## config.mk

```make
export PLATFORM = sky130hd
export DESIGN_NAME = pmx_port0_mux
export DESIGN_NICKNAME = d
export VERILOG_FILES = /design/src/pmx_port0_mux.v
export VERILOG_INCLUDE_DIRS = /design/src /design/src/src
export SDC_FILE = /design/constraint.sdc
export NUM_CORES = 1
export LEC_CHECK = 0
export BUFFER_PORTS_ARGS = -buffer_cell sky130_fd_sc_hd__buf_2
export CAP_MARGIN = 20
export CORE_AREA = 3 3 105 97
export DETAILED_ROUTE_END_ITERATION = 6
export DIE_AREA = 0 0 108 100
export PLACE_DENSITY = 0.62
export SYNTH_ARGS = -nofsm -noshare
export SYNTH_HDL_FRONTEND = slang
export SYNTH_SLANG_ARGS = --single-unit
```

## constraint.sdc

```tcl
create_clock -name aclk -period 4.1 [get_ports aclk]
set_input_delay 0.615 -clock aclk [delete_from_list [all_inputs] [get_ports aclk]]
set_output_delay 0.615 -clock aclk [all_outputs]
set_load 0.02 [all_outputs]
```

## src/pmx_defines.vh

```
`ifndef PMX_DEFINES_VH
`define PMX_DEFINES_VH

// ****************************************
// register byte offsets
// ****************************************
`define PMX_OFS_PORT 8'h00
`define PMX_OFS_TMR0 8'h04
`define PMX_OFS_TMR1 8'h08
`define PMX_OFS_ADC 8'h0C
`define PMX_OFS_INTEN 8'h10
`define PMX_OFS_STATUS 8'h14

// ****************************************
// port register fields
// ****************************************
`define PMX_PORT_DIR_LO 0
`define PMX_PORT_DIR_HI 2
`define PMX_PORT_OUT_LO 3
`define PMX_PORT_OUT_HI 5

// ****************************************
// timer configuration fields (both timers; SOE is used by timer0 only)
// ****************************************
`define PMX_T_POE 0
`define PMX_T_SOE 1
`define PMX_T_CTS 2
`define PMX_T_CCF_LO 3
`define PMX_T_CCF_HI 4
`define PMX_T_GATE 5
`define PMX_T_CPRL 6
`define PMX_CCF_NONE 2'h0
`define PMX_CCF_CAPREL 2'h3

// ****************************************
// adc configuration fields and codes
// ****************************************
`define PMX_ADC_SRC_LO 0
`define PMX_ADC_SRC_HI 2
`define PMX_ADC_DUAL 3
`define PMX_ADC_EDGE 4
`define PMX_SRC_PIN 3'h4
`define PMX_SRC_PIN_INV 3'h5

// ****************************************
// interrupt enable fields
// ****************************************
`define PMX_IE_EX3 0
`define PMX_IE_EX4 1
`define PMX_IE_EX5 2

// ****************************************
// reset values and bus responses
// ****************************************
`define PMX_RST_PORT 6'h00
`define PMX_RST_TMR 7'h00
`define PMX_RST_ADC 5'h00
`define PMX_RST_INTEN 3'h0
`define PMX_RST_PIN_IDLE 1'h1
`define PMX_RESP_OKAY 2'h0
`define PMX_RESP_SLVERR 2'h2

`endif

```

## src/pmx_port0_mux.v

```verilog
`timescale 1ns/100ps
`include "pmx_defines.vh"

// Contract
// [RQ1] reset leaves pins pulled-up inputs, functions off
// [RQ2] timer0 primary enable drives shared pin
// [RQ3] timer0 counter input from shared pin
// [RQ4] timer0 gate input from shared pin
// [RQ5] strobe input path stays live while driving
// [RQ6] source 100 uses pin level as strobe
// [RQ7] source 101 uses inverted pin level
// [RQ8] chosen edge starts conversion, other acquires
// [RQ9] dual-edge bit picks single or dual
// [RQ10] timer0 secondary enable drives secondary pin
// [RQ11] interrupt 4 blocks timer0 secondary output
// [RQ12] timer1 primary enable drives timer1 pin
// [RQ13] timer1 counter input from timer1 pin
// [RQ14] timer1 gate input from timer1 pin
// [RQ15] interrupt 5 blocks every timer1 function
// [RQ16] pins feed interrupts 3,4,5 when enabled
// [RQ17] special function overrides port direction/output
// [RQ18] interrupt sensing leaves port control untouched
// [RQ19] selection from config, visible next cycle
module pmx_port0_mux #(
  parameter ADDR_W = 8
) (
  input wire aclk, // system clock
  input wire aresetn, // synchronous reset, active low
  input wire [ADDR_W-1:0] s_axi_awaddr, // write address
  input wire s_axi_awvalid, // write address valid
  output reg s_axi_awready, // write address ready
  input wire [31:0] s_axi_wdata, // write data
  input wire [3:0] s_axi_wstrb, // write byte enables
  input wire s_axi_wvalid, // write data valid
  output reg s_axi_wready, // write data ready
  output reg [1:0] s_axi_bresp, // write response
  output reg s_axi_bvalid, // write response valid
  input wire s_axi_bready, // write response ready
  input wire [ADDR_W-1:0] s_axi_araddr, // read address
  input wire s_axi_arvalid, // read address valid
  output reg s_axi_arready, // read address ready
  output reg [31:0] s_axi_rdata, // read data
  output reg [1:0] s_axi_rresp, // read response
  output reg s_axi_rvalid, // read data valid
  input wire s_axi_rready, // read data ready
  input wire [2:0] pin_in, // pin levels: 0 shared, 1 secondary, 2 timer1
  output reg [2:0] pin_out, // pin output values
  output reg [2:0] pin_oe, // pin output enables
  output reg [2:0] pin_pullup, // weak pullup enables
  input wire timer0_primary_out, // timer 0 primary output
  input wire timer0_secondary_out, // timer 0 secondary output
  input wire timer1_primary_out, // timer 1 primary output
  output reg timer0_count_in, // timer 0 counter input
  output reg timer0_gate_in, // timer 0 gate input
  output reg timer1_count_in, // timer 1 counter input
  output reg timer1_gate_in, // timer 1 gate input
  output reg adc_conversion_strobe, // strobe level to the adc
  output reg adc_start_pulse, // sampling instant, start conversion
  output reg adc_acquire_pulse, // enable adc, begin acquisition
  output reg [2:0] ext_interrupt_in // inputs to interrupts 3, 4, 5
);

  // ****************************************
  // configuration registers
  // ****************************************
  reg [5:0] port_ctrl_reg;
  reg [6:0] timer0_cfg_reg;
  reg [6:0] timer1_cfg_reg;
  reg [4:0] adc_cfg_reg;
  reg [2:0] int_en_reg;

  // write channel holding state
  reg aw_held_reg;
  reg w_held_reg;
  reg [ADDR_W-1:0] aw_addr_reg;
  reg [31:0] w_data_reg;
  reg w_strb0_reg;

  wire aw_fire = s_axi_awvalid & s_axi_awready;
  wire w_fire = s_axi_wvalid & s_axi_wready;
  wire ar_fire = s_axi_arvalid & s_axi_arready;
  wire do_write = aw_held_reg & w_held_reg & ~s_axi_bvalid;
  wire [7:0] wr_ofs = {aw_addr_reg[7:2], 2'h0};
  wire [7:0] rd_ofs = {s_axi_araddr[7:2], 2'h0};

  // ****************************************
  // pin ownership decode
  // ****************************************
  wire [2:0] dir = port_ctrl_reg[`PMX_PORT_DIR_HI:`PMX_PORT_DIR_LO];
  wire [2:0] pout = port_ctrl_reg[`PMX_PORT_OUT_HI:`PMX_PORT_OUT_LO];
  wire t0_poe = timer0_cfg_reg[`PMX_T_POE];
  wire t0_soe = timer0_cfg_reg[`PMX_T_SOE];
  wire t0_cts = timer0_cfg_reg[`PMX_T_CTS];
  wire [1:0] t0_ccf = timer0_cfg_reg[`PMX_T_CCF_HI:`PMX_T_CCF_LO];
  wire t0_gen = timer0_cfg_reg[`PMX_T_GATE];
  wire t0_cprl = timer0_cfg_reg[`PMX_T_CPRL];
  wire t1_poe = timer1_cfg_reg[`PMX_T_POE];
  wire t1_cts = timer1_cfg_reg[`PMX_T_CTS];
  wire [1:0] t1_ccf = timer1_cfg_reg[`PMX_T_CCF_HI:`PMX_T_CCF_LO];
  wire t1_gen = timer1_cfg_reg[`PMX_T_GATE];
  wire t1_cprl = timer1_cfg_reg[`PMX_T_CPRL];
  wire [2:0] adc_src = adc_cfg_reg[`PMX_ADC_SRC_HI:`PMX_ADC_SRC_LO];
  wire adc_dual = adc_cfg_reg[`PMX_ADC_DUAL];
  wire adc_fall = adc_cfg_reg[`PMX_ADC_EDGE];
  wire ex3 = int_en_reg[`PMX_IE_EX3];
  wire ex4 = int_en_reg[`PMX_IE_EX4];
  wire ex5 = int_en_reg[`PMX_IE_EX5];

  wire t0_cnt_sel = t0_cts & (t0_ccf == `PMX_CCF_NONE) & ~t0_poe; // RQ3
  wire t0_gate_sel = (t0_gen | ((t0_ccf == `PMX_CCF_CAPREL) & t0_cprl))
    & ~t0_poe & ~t0_cts; // RQ4
  wire adc_pin_sel = (adc_src == `PMX_SRC_PIN) | (adc_src == `PMX_SRC_PIN_INV);
  wire t0b_drive = t0_soe & ~ex4; // RQ11
  wire t1_drive = t1_poe & ~ex5; // RQ15
  wire t1_cnt_sel = ~ex5 & t1_cts & (t1_ccf != `PMX_CCF_NONE) & ~t1_poe; // RQ13 RQ15
  wire t1_gate_sel = ~ex5 & (t1_gen | ((t1_ccf == `PMX_CCF_CAPREL) & t1_cprl))
    & ~t1_poe & ~t1_cts; // RQ14 RQ15

  reg [2:0] pin_oe_next;
  reg [2:0] pin_out_next;
  reg strobe_next;

  always @* begin
    // shared pin: a special input owns direction even if port says output
    if (t0_poe) begin
      pin_oe_next[0] = 1'h1; // RQ2
      pin_out_next[0] = timer0_primary_out; // RQ2
    end else if (t0_cnt_sel | t0_gate_sel | adc_pin_sel) begin
      pin_oe_next[0] = 1'h0; // RQ17
      pin_out_next[0] = 1'h0;
    end else begin
      pin_oe_next[0] = dir[0]; // RQ18
      pin_out_next[0] = pout[0];
    end
    if (t0b_drive) begin
      pin_oe_next[1] = 1'h1; // RQ10
      pin_out_next[1] = timer0_secondary_out; // RQ10
    end else begin
      pin_oe_next[1] = dir[1]; // RQ18
      pin_out_next[1] = pout[1];
    end
    if (t1_drive) begin
      pin_oe_next[2] = 1'h1; // RQ12
      pin_out_next[2] = timer1_primary_out; // RQ12
    end else if (t1_cnt_sel | t1_gate_sel) begin
      pin_oe_next[2] = 1'h0; // RQ17
      pin_out_next[2] = 1'h0;
    end else begin
      pin_oe_next[2] = dir[2]; // RQ18
      pin_out_next[2] = pout[2];
    end
    // the pad is read back even while driven, so timer pulses reach the adc
    if (adc_src == `PMX_SRC_PIN) begin
      strobe_next = pin_in[0]; // RQ5 RQ6
    end else if (adc_src == `PMX_SRC_PIN_INV) begin
      strobe_next = ~pin_in[0]; // RQ5 RQ7
    end else begin
      strobe_next = 1'h0;
    end
  end

  // edges come from the pad itself, never from a change of the source field,
  // and the pad history resets to the pulled-up idle level, so choosing a pin
  // source on an idle pin cannot fake a conversion edge
  reg pin0_last_reg;
  wire src_true = (adc_src == `PMX_SRC_PIN);
  wire pin0_rise = pin_in[0] & ~pin0_last_reg;
  wire pin0_fall = ~pin_in[0] & pin0_last_reg;
  wire strobe_rise = adc_pin_sel & (src_true ? pin0_rise : pin0_fall); // RQ6 RQ7
  wire strobe_fall = adc_pin_sel & (src_true ? pin0_fall : pin0_rise); // RQ6 RQ7
  wire start_edge = adc_fall ? strobe_fall : strobe_rise; // RQ8
  wire other_edge = adc_fall ? strobe_rise : strobe_fall; // RQ8

  // ****************************************
  // pin and peripheral outputs
  // ****************************************
  always @(posedge aclk) begin
    if (!aresetn) begin
      pin_out <= 3'h0; // RQ1
      pin_oe <= 3'h0; // RQ1
      pin_pullup <= 3'h7; // RQ1
      timer0_count_in <= 1'h0;
      timer0_gate_in <= 1'h0;
      timer1_count_in <= 1'h0;
      timer1_gate_in <= 1'h0;
      adc_conversion_strobe <= 1'h0;
      adc_start_pulse <= 1'h0;
      adc_acquire_pulse <= 1'h0;
      ext_interrupt_in <= 3'h0;
      pin0_last_reg <= `PMX_RST_PIN_IDLE; // RQ1
    end else begin
      pin_out <= pin_out_next; // RQ19
      pin_oe <= pin_oe_next; // RQ19
      // a pad keeps its weak pullup whenever nothing here drives it
      pin_pullup <= ~pin_oe_next;
      timer0_count_in <= t0_cnt_sel & pin_in[0]; // RQ3
      timer0_gate_in <= t0_gate_sel & pin_in[0]; // RQ4
      timer1_count_in <= t1_cnt_sel & pin_in[2]; // RQ13
      timer1_gate_in <= t1_gate_sel & pin_in[2]; // RQ14
      adc_conversion_strobe <= strobe_next;
      adc_start_pulse <= start_edge; // RQ8
      adc_acquire_pulse <= adc_dual & other_edge; // RQ9
      ext_interrupt_in <= pin_in & {ex5, ex4, ex3}; // RQ16 RQ18
      pin0_last_reg <= pin_in[0];
    end
  end

  // ****************************************
  // axi4-lite write path
  // ****************************************
  always @(posedge aclk) begin
    if (!aresetn) begin
      s_axi_awready <= 1'h0;
      s_axi_wready <= 1'h0;
      s_axi_bvalid <= 1'h0;
      s_axi_bresp <= `PMX_RESP_OKAY;
      aw_held_reg <= 1'h0;
      w_held_reg <= 1'h0;
      aw_addr_reg <= {ADDR_W{1'h0}};
      w_data_reg <= 32'h0;
      w_strb0_reg <= 1'h0;
      port_ctrl_reg <= `PMX_RST_PORT; // RQ1
      timer0_cfg_reg <= `PMX_RST_TMR; // RQ1
      timer1_cfg_reg <= `PMX_RST_TMR; // RQ1
      adc_cfg_reg <= `PMX_RST_ADC; // RQ1
      int_en_reg <= `PMX_RST_INTEN; // RQ1
    end else begin
      s_axi_awready <= ~aw_held_reg & ~aw_fire & ~s_axi_bvalid;
      s_axi_wready <= ~w_held_reg & ~w_fire & ~s_axi_bvalid;
      if (aw_fire) begin
        aw_held_reg <= 1'h1;
        aw_addr_reg <= s_axi_awaddr;
      end
      if (w_fire) begin
        w_held_reg <= 1'h1;
        w_data_reg <= s_axi_wdata;
        w_strb0_reg <= s_axi_wstrb[0];
      end
      if (do_write) begin
        aw_held_reg <= 1'h0;
        w_held_reg <= 1'h0;
        s_axi_bvalid <= 1'h1;
        s_axi_bresp <= `PMX_RESP_OKAY;
        // every field lives in byte lane 0
        if (wr_ofs == `PMX_OFS_PORT) begin
          if (w_strb0_reg) port_ctrl_reg <= w_data_reg[5:0];
        end else if (wr_ofs == `PMX_OFS_TMR0) begin
          if (w_strb0_reg) timer0_cfg_reg <= w_data_reg[6:0];
        end else if (wr_ofs == `PMX_OFS_TMR1) begin
          if (w_strb0_reg) timer1_cfg_reg <= w_data_reg[6:0];
        end else if (wr_ofs == `PMX_OFS_ADC) begin
          if (w_strb0_reg) adc_cfg_reg <= w_data_reg[4:0];
        end else if (wr_ofs == `PMX_OFS_INTEN) begin
          if (w_strb0_reg) int_en_reg <= w_data_reg[2:0];
        end else if (wr_ofs == `PMX_OFS_STATUS) begin
          s_axi_bresp <= `PMX_RESP_OKAY;
        end else begin
          s_axi_bresp <= `PMX_RESP_SLVERR;
        end
      end else if (s_axi_bvalid & s_axi_bready) begin
        s_axi_bvalid <= 1'h0;
      end
    end
  end

  // ****************************************
  // axi4-lite read path
  // ****************************************
  always @(posedge aclk) begin
    if (!aresetn) begin
      s_axi_arready <= 1'h0;
      s_axi_rvalid <= 1'h0;
      s_axi_rdata <= 32'h0;
      s_axi_rresp <= `PMX_RESP_OKAY;
    end else begin
      s_axi_arready <= ~s_axi_rvalid & ~ar_fire;
      if (ar_fire) begin
        s_axi_rvalid <= 1'h1;
        s_axi_rresp <= `PMX_RESP_OKAY;
        if (rd_ofs == `PMX_OFS_PORT) begin
          s_axi_rdata <= {26'h0, port_ctrl_reg};
        end else if (rd_ofs == `PMX_OFS_TMR0) begin
          s_axi_rdata <= {25'h0, timer0_cfg_reg};
        end else if (rd_ofs == `PMX_OFS_TMR1) begin
          s_axi_rdata <= {25'h0, timer1_cfg_reg};
        end else if (rd_ofs == `PMX_OFS_ADC) begin
          s_axi_rdata <= {27'h0, adc_cfg_reg};
        end else if (rd_ofs == `PMX_OFS_INTEN) begin
          s_axi_rdata <= {29'h0, int_en_reg};
        end else if (rd_ofs == `PMX_OFS_STATUS) begin
          s_axi_rdata <= {25'h0, adc_conversion_strobe, pin_oe, pin_in};
        end else begin
          s_axi_rdata <= 32'h0;
          s_axi_rresp <= `PMX_RESP_SLVERR;
        end
      end else if (s_axi_rvalid & s_axi_rready) begin
        s_axi_rvalid <= 1'h0;
      end
    end
  end

endmodule // pmx_port0_mux

```

==> metrics.md, run 1 <==
| Metric | Value |
|---|---|
| Status | finished clean |
| Initial antenna violation count | 0 |
| Worst-path fanout max | 14 |
| Slew Limit Fails | 0 |
| # IOs | 125 |
| RR Startpoint | s_axi_bvalid$_SDFFE_PN0P_ |
| Core area | 0.009125 mm² |
| Synth top area cells | dfxtp_1 47%, buf_4 6.2%, nand2_1 5.8% |
| Port bufs | 65 |
| Reg power frac | 51.0% |
| Clock Latency Late Sink | between 0.3 and 0.4 ns |
| Endpoints failing setup | 0 |
| RSZ-0062 raised after global routing | no |
| Post-Place Cells | 542 |
| Combinational power share | 7.4% |
| Synth Warn # | 0 |
| Crit path depth | 4 |
| All-Layer GR Usage | 13.71% |
| Post-CTS sizing | 0 |
| TNS Setup | 0 ns |
| Clk root buf | clkbuf_8 |
| CTS tree | done |
| Drc violations | 0 |
| Worst R2R Setup Slack | approximately 2.3 ns |
| MaxCap Viol Count | 0 |
| WL/cell | ~13 µm |
| DIE AREA | 0.01080 mm² |
| Longest Clk Path Bufs | 2 |
| Tightest Pin Transition | 0.8648 ns |
| CP Cell Sequence | and3b_1 > nand4b_1 > nand3_1 > o21ai_0 |
| Fin util | between 40% and 50% |
| Yosys top cell by area | dfxtp_1 |
| Ys async rst share | 0% |
| Cell Area, Synth | 0.003296 mm² |
| Drt initial violations | between 100 and 150 |
| Antenna cell count | 0 |
| Number of global-route vias before repair | between 2000 and 2500 |
| Leakage power | between 1.5 and 2 nW |
| Chip width | 108 µm |
| Area Overhead vs Synth | 16.14% |
| Vias after detailed routing | 2662 |
| # Post-CTS Setup Buffers | 0 |
| Final Hold Fails | 0 |
| Sw Ratio | between 20% and 30% |
| Final antenna-violating net count | 0 |
| First-pass detailed-route iteration total | 4 |
| Fill count | between 900 and 1000 |
| Clock Skew | 0.01244 ns |
| WHS Path Cells | 1 |
| Relative slew slack | 42.35% |
| Clk sinks | between 70 and 80 |
| Buffers and inverters on the worst path | 0 |
| CP top delay family | simple AND/OR/NAND/NOR gates |
| Register area share after synthesis | 47.38% |
| TritonCTS Buffers | 9 |
| Clock transition at path regs | 0.08 ns |
| Largest net degree at the start of global routing | 54 |
| Grt total ovfl | 0 |
| Row count | 33 |
| Min cycle time layout | 1.782 ns |
| Non-Filler Instances | ~560 |
| Commonest non-fill, non-tap cells in the layout | 78 x dfxtp_1, 65 x buf_2, 51 x nand2_1 |
| Worst r2r dst | timer0_cfg_reg[3]$_SDFFE_PN0P_ |
| Routed Wire Length | between 7000 and 8000 µm |
| Slowest CP cell | nand4b_1 |
| Top_reg_cell synth | dfxtp_1 |
| Syn_area_per_cell | approximately 9 µm² |
| Fraction of layout instances using a drive strength above 1 | between 10% and 20% |
| Worst Hold Endpoint | s_axi_arready$_SDFF_PN0_ |
| H-tree lvl count | 3 |
| Via density | around 4.8 |
| Total chip power | 1.530 mW |
| Commonest non-fill, non-tap cell in the layout | dfxtp_1 |
| P_sw | 0.3638 mW |
| Hold Path Class | reg -> reg |
| Critical Path Max Stage Delay | 0.54 ns |
| Hold_ws | between 0.4 and 0.5 ns |
| Count of cell types in the netlist | 43 |
| Power share of the clock group | 41.6% |
| Crit path arrival time | 2.00 ns |
| Cell count after synthesis | ~370 |
| Post-DP HPWL | 5426 µm |
| Crit path capture type | flop |
| Flops & latches, synth | between 70 and 80 |
| Fmax | 561.2 MHz |
| Worst r2r path cells | 4 |
| Internal Power | roughly 1.2 mW |
| Synth top area share | between 40 and 50% |
| First-pass GRT wire length | between 10000 and 15000 µm |
| Post-synth EDFFs | 0 |
| Worst setup SP type | flop |
| CP Class | reg -> reg |
| Peak supply drop | 0.0001928 V |
| Die extent in y | roughly 100 µm |
| Starting density of the core | 36.12% |
| Final #Nets | between 400 and 500 |
| Final period utilization | between 40 and 50% |
| Hold path start | s_axi_rvalid$_SDFFE_PN0P_ |
| # hold bufs at CTS | 0 |
| Final GP Congestion | just over 0.8 |
| Power per Cell Area | 399.8 mW/mm² |
| WP data required | approximately 4.3 ns |
## cells by family after synthesis
family                 Yosys count  synth area share [%]
XOR/XNOR                         2                0.5316
AND/OR/NAND/NOR                146                 22.85
other                            1                0.1138
flip-flops                      78                 47.38
AO/OA/AOI/OAI                   78                 14.81
multiplexers                    17                 5.163
buffers and inverters           51                 9.149
## power groups by stage
stage               combinational, mW  clock, mW  sequential (mW)
global placement                0.111          0            0.797
global route                    0.126      0.682            0.782
finish                          0.113      0.637            0.780
CTS                             0.113      0.651            0.780
floorplan                      0.0943          0            0.802
detailed placement              0.113          0            0.798
## synthesized netlist by cell type (3+ instances only)
cell type  count
a21boi_0      16
a21oi_1        4
a31oi_1        3
and2_1         4
and3_1         4
buf_1          3
buf_2          7
buf_4         27
clkbuf_1       9
dfxtp_1       78
inv_1          5
mux2i_1       17
nand2_1       51
nand2b_1       8
nand3_1       31
nand3b_1       3
nand4b_1       5
nor2_1        10
nor2b_1       10
nor3_1         9
nor3b_1        3
nor4_1         3
o21a_1         4
o21ai_0       37
o22ai_1        4
## layout make-up
type	count	area, µm²	share of cell area, %
Tap cell	122	152.6	3.988
Sequential cell	78	1562	40.80
Clock buffer	11	141.4	3.694
Clock inverter	5	82.58	2.158
Multi-Input combinational cell	270	1530	39.98
Timing Repair Buffer	67	340.3	8.892
Inverter	5	18.77	0.4904
## metal layers
layer / global-route usage, % / wire length [µm] / vias up / part of all wire, %
met5: 0 / 0 / - / 0
met4: 2.621 / 8 / 0 / 0.11
met3: 4.759 / 457 / 2 / 6.2
met2: 20.94 / 3238 / 74 / 44
met1: 18.98 / 3716 / 1225 / 50
li1: - / - / 1361 / -
## worst max-delay path by stage
| stage | start | slack [ns] | end |
|---|---|---|---|
| 6_report | s_axi_bvalid$_SDFFE_PN0P_ | 2.32 | timer0_cfg_reg[3]$_SDFFE_PN0P_ |
| 5_1_grt | aw_held_reg$_SDFFE_PP0P_ | 2.09 | timer0_cfg_reg[3]$_SDFFE_PN0P_ |
| 4_1_cts | s_axi_bvalid$_SDFFE_PN0P_ | 2.28 | timer0_cfg_reg[2]$_SDFFE_PN0P_ |
| 3_5_place_dp | aresetn | 2.08 | s_axi_rdata[5]$_SDFFE_PN0P_ |
| 3_3_place_gp | aresetn | 2.11 | s_axi_rdata[5]$_SDFFE_PN0P_ |
| 2_1_floorplan | s_axi_araddr[7] | 2.57 | s_axi_rdata[0]$_SDFFE_PN0P_ |
## worst reg2reg max path: stages, from the launching register on
cell and delay [ns]:
dfxtp_1 0.33, and3b_1 0.41, nand4b_1 0.54, nand3_1 0.26
o21ai_0 0.10
## stage by stage
step / instance area [µm²] / setup WS (ns)
2_1_floorplan: 3393 / 2.566
3_3_place_gp: 3603 / 2.106
3_5_place_dp: 3603 / 2.084
4_1_cts: 3827 / 2.281
5_1_grt: 3827 / 2.088
6_report: 3827 / 2.318
(Power assumes the default switching activity.)
==> inputs of run 2 (changes only) <==
--- a/config.mk
+++ b/config.mk
@@ -11,7 +11,7 @@
 export CORE_AREA = 3 3 105 97
 export DETAILED_ROUTE_END_ITERATION = 6
 export DIE_AREA = 0 0 108 100
-export PLACE_DENSITY = 0.62
+export PLACE_DENSITY = 0.64
 export SYNTH_ARGS = -nofsm -noshare
 export SYNTH_HDL_FRONTEND = slang
 export SYNTH_SLANG_ARGS = --single-unit
==> constraint.sdc (replaced) <==
create_clock -name aclk -period 1.6 [get_ports aclk]
set_input_delay 0.24 -clock aclk [delete_from_list [all_inputs] [get_ports aclk]]
set_output_delay 0.24 -clock aclk [all_outputs]
set_load 0.02 [all_outputs]
==> run 2 against run 1 <==
  * Register-to-register slack lost 2.1 ns
  * Core utilization up 1.2 points
  * Largest cell class unchanged
  * Die area unchanged
  * Via count increased by 0.94%
  * Flip-flop and latch count is the same
  * Largest power group unchanged
  * Sequential power grew to 2.6 times the previous value
  * Clock-buffer cell count grew 1
  * Cell area is 2.9% higher
==> metrics.md, run 2 (synthesis gave the netlist of run 1 again) <==
| Metric | Value |
|---|---|
| Final GP Congestion | 0.8005 (-0.63%) |
| Hold Path Class | in -> reg |
| Commonest non-fill, non-tap cell in the layout | dfxtp_1 |
| RR Startpoint | aw_addr_reg[5]$_SDFFE_PN0P_ |
| Clock Latency Late Sink | 0.35 ns (about the same) |
| Commonest non-fill, non-tap cells in the layout | 78 x dfxtp_1, 65 x buf_2, 51 x nand2_1 |
| Crit path capture type | flop |
| CTS tree | done |
| Chip width | 108 µm (unchanged) |
| Port bufs | 65 (unchanged) |
| Combinational power share | 7.2% (-0.2 points) |
| Power per Cell Area | 1048 mW/mm² (+160%) |
| Antenna cell count | 0 (unchanged) |
| Non-Filler Instances | 566 (+1.4%) |
| TritonCTS Buffers | 9 (unchanged) |
| Core area | 0.009125 mm² (unchanged) |
| Slew Limit Fails | 0 (unchanged) |
| Status | finished clean |
| Area Overhead vs Synth | 19.55% |
| Min cycle time layout | 1.419 ns (-0.3624 ns) |
| PnR worst setup slack | 0.1806 ns (-2.138 ns) |
| Slowest CP cell | nor4b_4 |
| Fraction of layout instances using a drive strength above 1 | 20.95% (+1.9 points) |
| DIE AREA | 0.01080 mm² (unchanged) |
| CP Cell Sequence | nor4b_4 > nand4_1 > nand3_1 > o21ai_0 |
| RSZ-0062 raised after global routing | no |
| Reg power frac | 48.4% (-2.6 points) |
| CP top delay family | simple AND/OR/NAND/NOR gates |
| WP data required | 1.83 ns (-2.48 ns) |
| Total chip power | 4.129 mW (+170%) |
| Power share of the clock group | 44.3% (+2.7 points) |
| MaxCap Viol Count | 0 (unchanged) |
| Longest Clk Path Bufs | 2 (unchanged) |
| Clock transition at path regs | 0.08 ns (about the same) |
| Starting density of the core | 36.12% (unchanged) |
| Die extent in y | 100 µm (unchanged) |
| Critical Path Max Stage Delay | 0.39 ns (-0.15 ns) |
| Initial antenna violation count | 0 (unchanged) |
| First-pass detailed-route iteration total | 4 (unchanged) |
| # IOs | 125 (unchanged) |
| Grt total ovfl | 0 (unchanged) |
| Leakage power | 1.640 nW (+4.6%) |
| WL/cell | 13.13 µm (-1.3%) |
| Hold path start | s_axi_awaddr[5] |
| Post-Place Cells | 551 (+1.7%) |
| Final period utilization | 88.71% (+45 points) |
| Drt initial violations | 82 (-43%) |
| Clk sinks | 78 (unchanged) |
| Final antenna-violating net count | 0 (unchanged) |
| Drc violations | 0 (unchanged) |
| Row count | 33 (unchanged) |
| All-Layer GR Usage | 13.96% (+0.24 points) |
| Peak supply drop | 0.0005863 V (+200%) |
| First-pass GRT wire length | 11930 µm (+1.5%) |
| Post-Place Setup Slack | 0.1778 ns (-1.906 ns) |
| Routed Wire Length | 7429 µm (+0.11%) |
| Critical Path Source | aw_addr_reg[5]$_SDFFE_PN0P_ |
| Number of global-route vias before repair | 2499 (+3.4%) |
| Post-DP HPWL | 5605 µm (+3.3%) |
| Fmax | 704.5 MHz (+26%) |
| Final Hold Fails | 0 (unchanged) |
| Worst-path fanout max | 6 (-8) |
| Vias after detailed routing | 2687 (+0.94%) |
| CP Class | reg -> reg |
| Final #Nets | 505 (+1.8%) |
| Worst setup SP type | flop |
| Clock Skew | 0.009945 ns (-0.002496 ns) |
| Sw Ratio | 21.72% (-2.1 points) |
| P_sw | 0.8969 mW (+150%) |
| Via density | 4.747 (-0.49%) |
| Crit path arrival time | 1.65 ns (-0.35 ns) |
| Clk root buf | clkbuf_8 |
| H-tree lvl count | 3 (unchanged) |
| Buffers and inverters on the worst path | 0 (unchanged) |
| Largest net degree at the start of global routing | 34 (-37%) |
| Internal Power | 3.232 mW (+180%) |
| Hold_ws | 0.1329 ns (-0.3066 ns) |
| # hold bufs at CTS | 0 (unchanged) |
| Fill count | 935 (-1.4%) |
| TNS Setup | 0 ns (unchanged) |
| Endpoints failing setup | 0 (unchanged) |
## run 2: changes by cell type in the layout (fill, tap and decap cells not counted), sizes merged
cell	before	now
bufinv	2	3
clkbuf	11	12
clkinvlp	3	0
buf	67	76
## run 2: path summary, 6_finish.rpt
check                                                    to  cells past startpoint  slack, ns
worst max-delay path             int_en_reg[0]$_SDFFE_PN0P_                      4       0.18
worst min-delay path            aw_addr_reg[5]$_SDFFE_PN0P_                      3       0.13
worst max register to register   int_en_reg[0]$_SDFFE_PN0P_                      4       0.18
worst min register to register     s_axi_arready$_SDFF_PN0_                      1       0.45
## run 2: layout make-up
| type | instances | area [µm²] | share of cell area [%] |
|---|---|---|---|
| Timing Repair Buffer | 76 | 420.4 | 10.67 |
| Inverter | 5 | 18.77 | 0.4763 |
| Clock inverter | 3 | 90.09 | 2.286 |
| Clock buffer | 12 | 165.2 | 4.192 |
| Multi-Input combinational cell | 270 | 1531 | 38.87 |
| Sequential cell | 78 | 1562 | 39.63 |
| Tap cell | 122 | 152.6 | 3.874 |
## run 2: what timing repair did
action | 4_1_cts | 5_1_grt
resized for setup | 0 | 1
setup buffers | 0 | 0
setup endpoints to repair | 0 | 2
## run 2: power groups by stage
stage / sequential [mW] / clock [mW] / combinational (mW)
floorplan: 2.05 / 0 / 0.242
global placement: 2.04 / 0 / 0.294
detailed placement: 2.04 / 0 / 0.299
CTS: 2.00 / 1.89 / 0.300
global route: 2.00 / 1.95 / 0.332
finish: 2.00 / 1.83 / 0.299
## run 2: worst reg2reg max path: stages, from the launching register on
cell,delay (ns)
dfxtp_1,0.35
nor4b_4,0.39
nand4_1,0.30
nand3_1,0.16
o21ai_0,0.09
## run 2: metrics by stage
step / area, µm² / util, %
final: 3940 / 43.18
after floorplan: 3393 / -
after global placement: 3684 / 40.37
after detailed placement: 3684 / 40.37
after CTS: 3939 / 43.16
after global routing: 3940 / 43.18
## run 2: metal layers
layer	global-route usage [%]	part of all wire [%]	up-vias
li1	-	-	1376
met1	18.38	48	1221
met2	22.04	44	82
met3	4.630	6.6	8
met4	3.786	0.87	0
met5	0	0	-
